## config.mk

```make
export PLATFORM = sky130hd
export DESIGN_NAME = scrp_port
export DESIGN_NICKNAME = d
export VERILOG_FILES = /design/src/hdl/scrp_port.v /design/src/hdl/scrp_regfile.v /design/src/hdl/scrp_sync.v
export VERILOG_INCLUDE_DIRS = /design/src /design/src/hdl
export SDC_FILE = /design/constraint.sdc
export NUM_CORES = 1
export LEC_CHECK = 0
export ABC_AREA = 1
export BUFFER_PORTS_ARGS = -buffer_cell sky130_fd_sc_hd__buf_4
export CAP_MARGIN = 5
export CORE_MARGIN = 3
export CORE_UTILIZATION = 35
export CTS_CLUSTER_DIAMETER = 30
export CTS_CLUSTER_SIZE = 16
export DETAILED_ROUTE_END_ITERATION = 12
export PLACE_DENSITY = 0.63
export RECOVER_POWER = 25
export SETUP_SLACK_MARGIN = 0.02
export SYNTH_ARGS = -nofsm -noshare
export SYNTH_HDL_FRONTEND = slang
export SYNTH_SLANG_ARGS = --single-unit
```

## constraint.sdc

```tcl
create_clock -name clk -period 6.2 [get_ports clk]
set_clock_uncertainty 0.2 [all_clocks]
set_input_delay 1.24 -clock clk [delete_from_list [all_inputs] [get_ports clk]]
set_output_delay 1.24 -clock clk [all_outputs]
set_load 0.01 [all_outputs]
```

## src/hdl/scrp_defs.vh

```
// register offsets, field positions, reset values and frame timing for the serial register port
`ifndef SCRP_DEFS_VH
`define SCRP_DEFS_VH

`define SCRP_FRAME_BITS 6'd32
`define SCRP_START_PAT 4'hc
`define SCRP_OP_DEV_WR 2'h0
`define SCRP_OP_ALL_WR 2'h1
`define SCRP_OP_DEV_RD 2'h2
`define SCRP_OP_ALL_RD 2'h3
// bit counts after the start pattern (count of bits already taken)
`define SCRP_CNT_OP_DONE 6'd6
`define SCRP_CNT_ID_DONE 6'd14
`define SCRP_CNT_ADR_DONE 6'd22
`define SCRP_CNT_GAP_DONE 6'd23
`define SCRP_CNT_DATA_DONE 6'd31

`define SCRP_ADR_IDENTITY 8'h00
`define SCRP_ADR_CONFIG 8'h01
`define SCRP_ADR_POWER 8'h02
`define SCRP_ADR_WRITE_DATA_SERIAL_LOAD 8'h03
`define SCRP_ADR_REFRESH_BANK_SELECT 8'h04
`define SCRP_ADR_REFRESH_ROW_HIGH 8'h05
`define SCRP_ADR_REFRESH_ROW_MIDDLE 8'h06
`define SCRP_ADR_REFRESH_ROW_LOW 8'h07
`define SCRP_ADR_CCE 8'h08
`define SCRP_ADR_CCO 8'h09
`define SCRP_ADR_ZCE 8'h0a
`define SCRP_ADR_ZCO 8'h0b
`define SCRP_ADR_DELAY 8'h0c

`define SCRP_CFG_LOAD_EN_BIT 7
`define SCRP_PM_EXIT_BIT 0
`define SCRP_PM_STATE_BIT 1
`define SCRP_IDENTITY_MASK 8'h3f
`define SCRP_CFG_MASK 8'h83
`define SCRP_REFRESH_BANK_SELECT_MASK 8'h37
`define SCRP_RST_VALUE 8'h00
`define SCRP_RST_DELAY 8'h00

`endif

```

## src/hdl/scrp_port.v

```verilog
// serial control register port: frame decode, register access, chained read output
// Notes on behaviour
// - a frame starts with pattern 1100; next 28 bits form the transaction
// - two-bit op field follows; 10 is single-device read
// - one zero gap bit; register accessed and output driver enabled
// - eight zero command bits while selected device shifts eight data bits out
// - data msb first, launched after edge 23, sampled at edge 24
// - forced read ignores identity; every device answers
// - unmatched device read forwards chain input to output edges 23 to 31
// - op 00 unicast write, 01 broadcast write, 10 unicast read, 11 all read
// - registers up to eight bits, selected by address, defined reset state
// - stored identity compared to frame identity to select device
// - config holds pin-pair width field and serial load enable
// - power exit bit leaves powerdown; powerdown clears it; status shows state
// - serial load register writes data into memory
// - refresh bank field and multi-bank count drive refresh
// - three refresh row registers hold the refresh row address
// - current calibration values for even and odd data pins
// - termination calibration values for even and odd data pins
// - frame spans 32 serial edges; serial clock may stop when idle
// - command and data sampled and driven around serial clock falling edge
`timescale 1ns/1ps
`include "scrp_defs.vh"
module scrp_port (
   // system
   input wire clk,
   input wire sys_rst,
   // serial pins
   input wire serial_clock,
   input wire serial_op_line,
   input wire chain_serial_input,
   output reg chain_serial_output,
   output reg chain_serial_output_oe,
   // memory side events
   input wire powerdown_command,
   output reg write_data_serial_load_load_pulse,
   output reg [7:0] write_data_serial_load_data,
   // register contents toward the core
   output reg [5:0] device_identity_field,
   output reg [7:0] configuration,
   output reg power_state_status,
   output reg [7:0] refresh_bank_select,
   output reg [23:0] refresh_row,
   output reg [7:0] even_pin_current_value,
   output reg [7:0] odd_pin_current_value,
   output reg [7:0] even_pin_termination_value,
   output reg [7:0] odd_pin_termination_value,
   output reg [7:0] latency_delay_control
);
   localparam ST_HUNT = 2'd0;
   localparam ST_BODY = 2'd1;
   localparam ST_READ = 2'd2;
   localparam ST_FWD = 2'd3;

   wire [2:0] pins_s;
   reg sck_d_r;
   reg [1:0] state_r;
   reg [1:0] state_nxt;
   reg [3:0] hunt_r;
   reg [5:0] cnt_r;
   reg [1:0] op_r;
   reg [7:0] id_r;
   reg [7:0] adr_r;
   reg [7:0] shift_r;
   reg sel_r;
   reg wr_en;
   reg [7:0] wr_data;
   wire [7:0] rd_data;
   wire fall;
   wire sck_s;
   wire cmd_s;
   wire sdi_s;
   wire write_data_serial_load_load;
   wire [5:0] id_w;
   wire [7:0] cfg_w;
   wire pst_w;
   wire [7:0] write_data_serial_load_w;
   wire [7:0] refresh_bank_select_w;
   wire [23:0] row_w;
   wire [7:0] cce_w;
   wire [7:0] cco_w;
   wire [7:0] zce_w;
   wire [7:0] zco_w;
   wire [7:0] dly_w;

   ////////////////////////////////////////////////////////////////////////////
   scrp_sync #(.WIDTH(3)) u_sync (
      .clk(clk),
      .sys_rst(sys_rst),
      .din({serial_clock, serial_op_line, chain_serial_input}),
      .dout(pins_s)
   );
   assign sck_s = pins_s[2];
   assign cmd_s = pins_s[1];
   assign sdi_s = pins_s[0];
   // all pins share the same sync delay so sampling stays aligned
   assign fall = sck_d_r && !sck_s;

   // selection test used at the gap bit
   function selected;
      input [1:0] op;
      input [5:0] fid;
      input [5:0] mine;
      selected = op[0] ? 1'b1 : (fid == mine);
   endfunction

   ////////////////////////////////////////////////////////////////////////////
   always @* begin
      state_nxt = state_r;
      wr_en = 1'b0;
      wr_data = shift_r;
      case (state_r)
         ST_HUNT: begin
            if (fall && {hunt_r[2:0], cmd_s} == `SCRP_START_PAT) begin
               state_nxt = ST_BODY;
            end
         end
         ST_BODY: begin
            if (fall && cnt_r == `SCRP_CNT_ADR_DONE) begin
               if (!op_r[1]) begin
                  state_nxt = ST_BODY; // writes keep collecting data
               end else if (selected(op_r, id_r[5:0], id_w)) begin
                  state_nxt = ST_READ;
               end else begin
                  state_nxt = ST_FWD;
               end
            end else if (fall && cnt_r == `SCRP_CNT_DATA_DONE) begin
               // last data bit was taken at the previous fall
               wr_en = sel_r;
               state_nxt = ST_HUNT;
            end
         end
         ST_READ: begin
            if (fall && cnt_r == `SCRP_CNT_DATA_DONE) begin
               state_nxt = ST_HUNT;
            end
         end
         ST_FWD: begin
            if (fall && cnt_r == `SCRP_CNT_DATA_DONE) begin
               state_nxt = ST_HUNT;
            end
         end
         default: state_nxt = ST_HUNT;
      endcase
   end

   ////////////////////////////////////////////////////////////////////////////
   always @(posedge clk) begin
      if (sys_rst) begin
         sck_d_r <= 1'b0;
         state_r <= ST_HUNT;
         hunt_r <= 4'h0;
         cnt_r <= 6'h00;
         op_r <= 2'h0;
         id_r <= 8'h00;
         adr_r <= 8'h00;
         shift_r <= 8'h00;
         sel_r <= 1'b0;
         chain_serial_output <= 1'b0;
         chain_serial_output_oe <= 1'b0;
      end else begin
         sck_d_r <= sck_s;
         state_r <= state_nxt;
         if (fall) begin
            case (state_r)
               ST_HUNT: begin
                  hunt_r <= {hunt_r[2:0], cmd_s};
                  cnt_r <= 6'd4;
                  chain_serial_output_oe <= 1'b0;
               end
               default: begin
                  hunt_r <= 4'h0;
                  cnt_r <= cnt_r + 6'd1;
                  shift_r <= {shift_r[6:0], cmd_s};
                  if (cnt_r == `SCRP_CNT_OP_DONE - 6'd1) begin
                     op_r <= {shift_r[0], cmd_s};
                  end
                  if (cnt_r == `SCRP_CNT_ID_DONE - 6'd1) begin
                     id_r <= {shift_r[6:0], cmd_s};
                  end
                  if (cnt_r == `SCRP_CNT_ADR_DONE - 6'd1) begin
                     adr_r <= {shift_r[6:0], cmd_s};
                  end
                  if (cnt_r == `SCRP_CNT_ADR_DONE) begin
                     sel_r <= selected(op_r, id_r[5:0], id_w);
                     if (op_r[1]) begin
                        // access during gap bit; msb must stand before the next fall
                        chain_serial_output_oe <= 1'b1;
                        if (selected(op_r, id_r[5:0], id_w)) begin
                           shift_r <= {rd_data[6:0], 1'b0};
                           chain_serial_output <= rd_data[7];
                        end else begin
                           chain_serial_output <= sdi_s;
                        end
                     end
                  end
                  if (state_r == ST_READ) begin
                     // remaining bits one per fall; zero fill after bit 0
                     chain_serial_output <= shift_r[7];
                     shift_r <= {shift_r[6:0], 1'b0};
                  end
                  if (state_r == ST_FWD) begin
                     chain_serial_output <= sdi_s;
                  end
                  if ((state_r == ST_READ || state_r == ST_FWD) &&
                      cnt_r == `SCRP_CNT_DATA_DONE) begin
                     chain_serial_output_oe <= 1'b0;
                     chain_serial_output <= 1'b0;
                  end
               end
            endcase
         end
      end
   end

   ////////////////////////////////////////////////////////////////////////////
   scrp_regfile u_regs (
      .clk(clk),
      .sys_rst(sys_rst),
      .wr_en(wr_en),
      .addr(adr_r),
      .wdata(wr_data),
      .rdata(rd_data),
      .powerdown_command(powerdown_command),
      .write_data_serial_load_load(write_data_serial_load_load),
      .device_identity_field(id_w),
      .configuration(cfg_w),
      .power_state_status(pst_w),
      .write_data_serial_load(write_data_serial_load_w),
      .refresh_bank_select(refresh_bank_select_w),
      .refresh_row(row_w),
      .even_pin_current_value(cce_w),
      .odd_pin_current_value(cco_w),
      .even_pin_termination_value(zce_w),
      .odd_pin_termination_value(zco_w),
      .latency_delay_control(dly_w)
   );

   // outputs registered to keep top ports flop-driven
   always @(posedge clk) begin
      if (sys_rst) begin
         write_data_serial_load_load_pulse <= 1'b0;
         write_data_serial_load_data <= 8'h00;
         device_identity_field <= 6'h00;
         configuration <= 8'h00;
         power_state_status <= 1'b0;
         refresh_bank_select <= 8'h00;
         refresh_row <= 24'h000000;
         even_pin_current_value <= 8'h00;
         odd_pin_current_value <= 8'h00;
         even_pin_termination_value <= 8'h00;
         odd_pin_termination_value <= 8'h00;
         latency_delay_control <= `SCRP_RST_DELAY;
      end else begin
         write_data_serial_load_load_pulse <= write_data_serial_load_load;
         if (write_data_serial_load_load) begin
            write_data_serial_load_data <= wr_data;
         end
         device_identity_field <= id_w;
         configuration <= cfg_w;
         power_state_status <= pst_w;
         refresh_bank_select <= refresh_bank_select_w;
         refresh_row <= row_w;
         even_pin_current_value <= cce_w;
         odd_pin_current_value <= cco_w;
         even_pin_termination_value <= zce_w;
         odd_pin_termination_value <= zco_w;
         latency_delay_control <= dly_w;
      end
   end
endmodule // scrp_port

```

## src/hdl/scrp_regfile.v

```verilog
// control register storage with access rules per register
`timescale 1ns/1ps
`include "scrp_defs.vh"
module scrp_regfile (
   // clock and reset
   input wire clk,
   input wire sys_rst,
   // access
   input wire wr_en,
   input wire [7:0] addr,
   input wire [7:0] wdata,
   output reg [7:0] rdata,
   // side events
   input wire powerdown_command,
   output wire write_data_serial_load_load,
   // register contents
   output wire [5:0] device_identity_field,
   output wire [7:0] configuration,
   output wire power_state_status,
   output wire [7:0] write_data_serial_load,
   output wire [7:0] refresh_bank_select,
   output wire [23:0] refresh_row,
   output wire [7:0] even_pin_current_value,
   output wire [7:0] odd_pin_current_value,
   output wire [7:0] even_pin_termination_value,
   output wire [7:0] odd_pin_termination_value,
   output wire [7:0] latency_delay_control
);
   // identity, cfg, write_data_serial_load, refresh_bank_select, refresh_row_high, refresh_row_middle, refresh_row_low, cce, cco, zce, zco, delay
   reg [7:0] regs_r [0:11];
   reg power_exit_bit_r;
   reg power_state_r;
   integer i;

   function [3:0] slot;
      input [7:0] a;
      case (a)
         `SCRP_ADR_IDENTITY: slot = 4'h0;
         `SCRP_ADR_CONFIG: slot = 4'h1;
         `SCRP_ADR_WRITE_DATA_SERIAL_LOAD: slot = 4'h2;
         `SCRP_ADR_REFRESH_BANK_SELECT: slot = 4'h3;
         `SCRP_ADR_REFRESH_ROW_HIGH: slot = 4'h4;
         `SCRP_ADR_REFRESH_ROW_MIDDLE: slot = 4'h5;
         `SCRP_ADR_REFRESH_ROW_LOW: slot = 4'h6;
         `SCRP_ADR_CCE: slot = 4'h7;
         `SCRP_ADR_CCO: slot = 4'h8;
         `SCRP_ADR_ZCE: slot = 4'h9;
         `SCRP_ADR_ZCO: slot = 4'ha;
         `SCRP_ADR_DELAY: slot = 4'hb;
         default: slot = 4'hf;
      endcase
   endfunction

   function [7:0] wmask;
      input [3:0] s;
      case (s)
         4'h0: wmask = `SCRP_IDENTITY_MASK;
         4'h1: wmask = `SCRP_CFG_MASK;
         4'h3: wmask = `SCRP_REFRESH_BANK_SELECT_MASK;
         default: wmask = 8'hff;
      endcase
   endfunction

   always @(posedge clk) begin
      if (sys_rst) begin
         for (i = 0; i < 12; i = i + 1) begin
            regs_r[i] <= `SCRP_RST_VALUE;
         end
         power_exit_bit_r <= 1'b0;
         power_state_r <= 1'b0;
      end else begin
         if (wr_en && slot(addr) != 4'hf) begin
            regs_r[slot(addr)] <= wdata & wmask(slot(addr));
         end
         // exit request wins over a coincident powerdown clear
         if (wr_en && addr == `SCRP_ADR_POWER && wdata[`SCRP_PM_EXIT_BIT]) begin
            power_exit_bit_r <= 1'b1;
            power_state_r <= 1'b1;
         end else if (powerdown_command) begin
            power_exit_bit_r <= 1'b0;
            power_state_r <= 1'b0;
         end
      end
   end

   always @* begin
      rdata = 8'h00;
      case (addr)
         `SCRP_ADR_POWER: rdata = {6'h00, power_state_r, power_exit_bit_r};
         `SCRP_ADR_WRITE_DATA_SERIAL_LOAD: rdata = 8'h00; // write-only
         default: begin
            if (slot(addr) != 4'hf) begin
               rdata = regs_r[slot(addr)];
            end
         end
      endcase
   end

   // load to memory only when enabled in config
   assign write_data_serial_load_load = wr_en && addr == `SCRP_ADR_WRITE_DATA_SERIAL_LOAD && regs_r[1][`SCRP_CFG_LOAD_EN_BIT];
   assign device_identity_field = regs_r[0][5:0];
   assign configuration = regs_r[1];
   assign power_state_status = power_state_r;
   assign write_data_serial_load = regs_r[2];
   assign refresh_bank_select = regs_r[3];
   assign refresh_row = {regs_r[4], regs_r[5], regs_r[6]};
   assign even_pin_current_value = regs_r[7];
   assign odd_pin_current_value = regs_r[8];
   assign even_pin_termination_value = regs_r[9];
   assign odd_pin_termination_value = regs_r[10];
   assign latency_delay_control = regs_r[11];
endmodule // scrp_regfile

```

## src/hdl/scrp_sync.v

```verilog
// two-flop synchroniser for pin inputs
`timescale 1ns/1ps
module scrp_sync #(
   parameter WIDTH = 3
) (
   // clock and reset
   input wire clk,
   input wire sys_rst,
   // data
   input wire [WIDTH-1:0] din,
   output wire [WIDTH-1:0] dout
);
   reg [WIDTH-1:0] meta_r;
   reg [WIDTH-1:0] sync_r;
   always @(posedge clk) begin
      if (sys_rst) begin
         meta_r <= {WIDTH{1'b0}};
         sync_r <= {WIDTH{1'b0}};
      end else begin
         meta_r <= din;
         sync_r <= meta_r;
      end
   end
   assign dout = sync_r;
endmodule // scrp_sync

```

==> run metrics, run 1 <==
period utilization 0.781; worst skew pair latency 0.56 ns; startpoint type of the worst setup path input port; Worst EP required 6.41 ns; Final GP Congestion 0.956; Primary FF master, synth dfxtp_1; largest net degree at the start of global routing 75; chip height 180 um; Max-Cap Viols 3; H-tree depth 2; Mapped Area 10600 um^2; I/O Pins 104; routing usage on met3 0.0406; Clock Sinks 270; worst-path fanout max 54; Worst-path clk slew 0.05 ns; outcome finished with violations; port bufs 103; GRT overflow 0; share of layout cells above drive strength 1 0.150; final hold vios 0; wirelength, routed 29000 um; worst vdd ir 0.211 mV; global-route wire length before repair 44800 um; Die Width 180 um; Fmax 0.206 GHz; Yosys warnings 0; GRT Overall Usage 0.175; Synth Area per Inst 9.33 um^2; element type at the critical path end flop; Worst Setup Path Type in -> reg; setup violators final 0; row cnt 62; Post-CTS Hold Buffers 0; HP Class reg -> reg; cell total after placement 1597; setup TNS 0 ns; Seq/Total Area, Yosys 0.630; P&R area growth vs syn 26.5%; final slew viol count 55; core area 29200 um^2; M1 GR Usage 0.235; clk buf depth 3; Final Power 4.92 mW; DR vias 8065; non-filler instance count after layout 1691; Gate Count Post-Synth 1132; Slew headroom -0.601; ys async rst share 0; vias in the first global route 7964; DRC viols 0; Post-synth EDFFs 124; busiest grt layer met2; Diodes inserted 0; Post-CTS Repair Setup Buffers 0; Period minus WS final 4.85 ns; leakage 5.74 nW; CTS tree done; PwrDens 368 nW/um^2; wire per inst 17.1 um; ANT nets after route 0; nets 1277; Hold WS 0.206 ns; #FFs+latches synth 270; Yosys cell types 46; M2 GR Usage 0.283; Worst Tran Pin Value 2.40 ns; PostCTS Resize Cnt 0; Arr. time, crit path 5.06 ns; violated checks max-capacitance violations, max-slew violations; RSZ-0062 raised after global routing false; Fill cells 2781; root buf cell clkbuf_16; Die Area 32300 um^2; initial core utilization 0.361; DRT Pass-1 Iters 5; via/cell ratio 4.77; initial antenna violation count 0; Final HPWL DP 19900 um; Starting DRT DRC Count 761; Num CTS Buffers 50
-- through the flow --
stage / setup slack (ns) / area (um^2) / utilization
after global routing: 0.962 / 13400 / 0.457
after floorplan: 3.17 / 10600 / -
after CTS: 2.01 / 13500 / 0.462
final: 1.35 / 13400 / 0.457
after detailed placement: 2.13 / 11700 / 0.401
after global placement: 2.24 / 11700 / 0.401
-- path summary, 6_finish.rpt --
| path | endpoint | from | depth (start not counted) | slack, ns |
|---|---|---|---|---|
| worst max-delay path | flop | sys_rst | 8 | 1.35 |
| worst min-delay path | u_sync.dout[2]$_SDFF_PP0_ | u_sync.meta_r[2]$_SDFF_PP0_ | 2 | 0.21 |
| worst max register to register | u_regs.regs_r[13][6]$_DFFE_PP_ | adr_r[4]$_SDFFE_PP0P_ | 8 | 1.65 |
| worst min register to register | u_sync.dout[2]$_SDFF_PP0_ | u_sync.meta_r[2]$_SDFF_PP0_ | 2 | 0.21 |
-- worst max-delay path, stage by stage --
cell and delay, ns:
clkbuf_1 1.66, clkinv_1 0.51, clkbuf_1 0.73, nand2_1 0.38
inv_1 0.13, or2_1 0.22, nand3_1 0.06, o21ai_1 0.07
-- cells in the final DEF (no fill, tap or decap), types with 6 or more instances in the layout --
| cell | synthesis | layout |
|---|---|---|
| inv_1 | 154 | 154 |
| o21ai_0 | 41 | 41 |
| a21oi_1 | 47 | 47 |
| nand3_1 | 23 | 23 |
| conb_1 | 1 | 14 |
| nor2_1 | 275 | 277 |
| clkbuf_16 | 0 | 53 |
| a211oi_1 | 13 | 13 |
| clkinv_2 | 0 | 9 |
| ha_1 | 6 | 6 |
| nand2_1 | 156 | 156 |
| clkinv_4 | 0 | 6 |
| edfxtp_1 | 124 | 124 |
| buf_4 | 2 | 69 |
| nand4_1 | 17 | 17 |
| o22ai_1 | 21 | 21 |
| clkbuf_1 | 24 | 43 |
| inv_6 | 0 | 8 |
| nand2_4 | 8 | 8 |
| dfxtp_1 | 146 | 146 |
-- power breakdown --
part           internal, mW  switching, mW
Clock                  1.83          0.977
Combinational        0.0508         0.0974
Sequential             1.93         0.0303
Total                  3.81           1.11
-- logic make-up (layout without fill, tap and decap cells) --
logic type / after synthesis / count (layout) / synth area share
AO/OA/AOI/OAI: 140 / 140 / 0.0769
XOR/XNOR: 5 / 5 / 0.00415
adder cells (fa/ha/maj): 6 / 6 / 0.00711
buffers and inverters: 202 / 364 / 0.0749
flip-flops: 270 / 270 / 0.630
other: 1 / 14 / 0.000355
AND/OR/NAND/NOR: 508 / 508 / 0.207
-- sequential cells by signal, summed over array words and instances, names as in the netlist, 8 cells and up, named ones only --
name,flops
u_regs.regs_r,124
refresh_row,24
adr_r,8
configuration,8
even_pin_current_value,8
even_pin_termination_value,8
latency_delay_control,8
odd_pin_current_value,8
odd_pin_termination_value,8
refresh_bank_select,8
shift_r,8
write_data_serial_load_data,8
-- layer usage --
metal / wire length [um] / part of all wire
met5: 0 / 0
met4: 709 / 0.024
met3: 2550 / 0.088
met2: 13200 / 0.46
met1: 12500 / 0.43
-- cells in the mapped netlist (all sizes together), types with 3 or more instances --
cell,number,area (um^2)
nand3,25,143
a21oi,47,235
ha,6,75.1
edfxtp,124,3720
a211oi,13,97.6
dfxtp,146,2920
nand4,18,119
clkinv,3,11.3
o22ai,21,131
buf,18,100
nor2,286,1150
clkbuf,24,90.1
o21ai,45,233
nand2,169,707
a221oi,3,26.3
xor2,4,35.0
inv,157,589
nor3,7,45.0
-- area by class of cell --
| type | count | area (um^2) | share of cell area |
|---|---|---|---|
| sequential | 270 | 6650 | 0.498 |
| multi-input combinational | 673 | 3160 | 0.237 |
| clock buffer | 59 | 1380 | 0.103 |
| timing repair buffer | 110 | 673 | 0.0504 |
| inverter | 160 | 601 | 0.0450 |
| tap | 384 | 480 | 0.0360 |
| clock inverter | 35 | 413 | 0.0309 |
(Power assumes the default switching activity.)
==> run 2: changes to the inputs <==
--- a/config.mk
+++ b/config.mk
@@ -6,7 +6,7 @@
 export SDC_FILE = /design/constraint.sdc
 export NUM_CORES = 1
 export LEC_CHECK = 0
-export ABC_AREA = 1
+export ABC_AREA = 0
 export BUFFER_PORTS_ARGS = -buffer_cell sky130_fd_sc_hd__buf_4
 export CAP_MARGIN = 5
 export CORE_MARGIN = 3
==> constraint.sdc (replaced) <==
create_clock -name clk -period 5 [get_ports clk]
set_clock_uncertainty 0.2 [all_clocks]
set_input_delay 1 -clock clk [delete_from_list [all_inputs] [get_ports clk]]
set_output_delay 1 -clock clk [all_outputs]
set_load 0.01 [all_outputs]
==> run 2 against run 1 <==
The run still ends with max-capacitance violations, max-slew violations left; clock-buffer cell count up 1; design area down 0.14%; area after synthesis up 0.92%; total power up 19%; register-to-register slack worse by 0.08 ns; cell count down 13%; die area up 0.89%; hold slack better by 0.053 ns; sequential share of layout area up 0.30 points; critical path depth down 3; sequential cell count up 1.
==> run metrics, run 2 <==
Max-Cap Viols 1; Gate Count Post-Synth 918; RSZ-0062 raised after global routing false; worst vdd ir 0.232 mV; ANT nets after route 0; Die Width 180 um; Worst Tran Pin Value 1.85 ns; clk buf depth 3; P&R area growth vs syn 25.2%; Final Util 0.448; Post-synth EDFFs 125; Final GP Congestion 0.916; Arr. time, crit path 3.39 ns; PwrDens 437 nW/um^2; min setup slack post-route 1.57 ns; Final Power 5.83 mW; Slew headroom -0.231; Worst EP required 4.96 ns; nets 1057; row cnt 63; Worst-path clk slew 0.05 ns; wirelength, routed 28400 um; largest net degree at the start of global routing 91; ys async rst share 0; GRT Overall Usage 0.170; adder-cell share of the synthesized area 0.00705; Num CTS Buffers 51; busiest grt layer met2; M1 GR Usage 0.232; largest family of logic cells by synthesized area simple AND/OR/NAND/NOR gates; final hold vios 0; DRT Pass-1 Iters 6; GRT overflow 0; Yosys cell types 71; period utilization 0.686; top cells by count, synth 146 x dfxtp_1, 146 x nor2_1, 125 x edfxtp_1; Primary FF master, synth dfxtp_1; setup TNS 0 ns; Mapped Area 10700 um^2; element type at the critical path end flop; final slew viol count 91; worst skew pair latency 0.55 ns; dpl ws 1.62 ns; mux contribution to synthesized area 0.0671; violated checks max-capacitance violations, max-slew violations; #FFs+latches synth 271; ranking of synthesized cells by area edfxtp_1 35%, dfxtp_1 27%, nor2b_1 6.0%, nor2_1 5.1%, mux2i_1 3.0%; Reg with most FFs u_regs.regs_r; Post-CTS Repair Setup Buffers 0; initial antenna violation count 0; Clock Sinks 271; Yosys warnings 0; routing usage on met3 0.0394; largest registers u_regs.regs_r: 125 flops, refresh_row: 24 flops; vias in the first global route 7668; share of the synthesized area in the top cell type 0.352; chip height 180 um; Worst Setup Path Type reg -> reg; PostCTS Resize Cnt 0; max reg flops 125; HP Class reg -> reg; DRC viols 0; Synth Area per Inst 11.6 um^2; most frequent cells in the layout 146 x nor2_1, 145 x dfxtp_1, 125 x edfxtp_1; Seq/Total Area, Yosys 0.627; share of layout cells above drive strength 1 0.188; leakage 4.88 nW; worst-path fanout max 27; startpoint type of the worst setup path flop; core area 29800 um^2; M2 GR Usage 0.263; Final HPWL DP 19300 um; area fraction in compound gates after synthesis 0.0742; setup violators final 0; via/cell ratio 5.12; Diodes inserted 0; H-tree depth 2; Period minus WS final 3.43 ns; I/O Pins 104; global-route wire length before repair 43600 um; CTS tree done; outcome finished with violations; area leader, netlist edfxtp_1; Synth Area in XOR/XNOR 0.00822; commonest non-fill, non-tap cell in the layout nor2_1; Fmax 0.292 GHz; Post-Synth Simple-Gate Area 0.186; initial core utilization 0.358; port bufs 103; wire per inst 19.2 um; Post-CTS Hold Buffers 0; root buf cell clkbuf_16; DR vias 7563; Starting DRT DRC Count 718; Die Area 32600 um^2
-- run 2: changes by cell type after synthesis, sizes merged, moves of 11 or more --
cell / change
nor2: -138
nand2: -120
nor3: +12
mux2: +19
nor2b: +103
a21oi: -35
o21ai: -26
mux2i: +32
inv: -137
buf: +11
nand3: -13
-- run 2: critical path, stage by stage, from the launching register on --
cell and delay [ns]:
dfxtp_1 0.32, or4_1 0.52, buf_4 0.26, nor3_2 0.54, nand2_1 0.32, o21ai_0 0.88
-- run 2: final timing paths --
kind                                    start                           endpoint  slack [ns]  cells after the start
hold / removal    u_sync.meta_r[1]$_SDFF_PP0_          u_sync.dout[1]$_SDFF_PP0_        0.26                      1
setup reg to reg        adr_r[4]$_SDFFE_PP0P_  u_regs.regs_r[1][2]$_SDFFCE_PN0P_        1.57                      5
hold reg to reg   u_sync.meta_r[1]$_SDFF_PP0_          u_sync.dout[1]$_SDFF_PP0_        0.26                      1
setup / recovery        adr_r[4]$_SDFFE_PP0P_  u_regs.regs_r[1][2]$_SDFFCE_PN0P_        1.57                      5
-- run 2: cell families (layout without fill, tap and decap cells) --
kind of cell             count (synthesis)  count (layout)
AND/OR/NAND/NOR                        385             385
buffers and inverters                   75             231
adder cells (fa/ha/maj)                  6               6
AO/OA/AOI/OAI                          111             111
flip-flops                             271             271
other                                    1              15
XOR/XNOR                                10              10
multiplexers                            59              59
-- run 2: area by class of cell --
| cell class | instances | area, um^2 |
|---|---|---|
| fillers | 2798 | 16500 |
| clock buffers | 60 | 1390 |
| multi-input cells | 586 | 3710 |
| clock inverters | 36 | 315 |
| inverters | 21 | 78.8 |
| well taps | 390 | 488 |
| flip-flops and latches | 271 | 6680 |
| repair buffers | 114 | 677 |
-- run 2: per-stage QoR --
stage	hold WS (ns)	instance area, um^2	instances
2_1_floorplan	0.214	10700	932
3_3_place_gp	0.249	11800	1382
3_5_place_dp	0.237	11800	1382
4_1_cts	0.259	13500	1478
5_1_grt	0.271	13300	1478
6_report	0.259	13300	1478
-- run 2: power by group --
group / switching [mW] / internal (mW)
clock network: 1.20 / 2.08
logic: 0.0824 / 0.0513
registers: 0.0345 / 2.38
-- run 2: metal layers --
layer | vias up | wire [um]
met2 | 366 | 13100
li1 | 3510 | -
met4 | 0 | 841
met3 | 74 | 2290
met1 | 3613 | 12200
met5 | - | 0
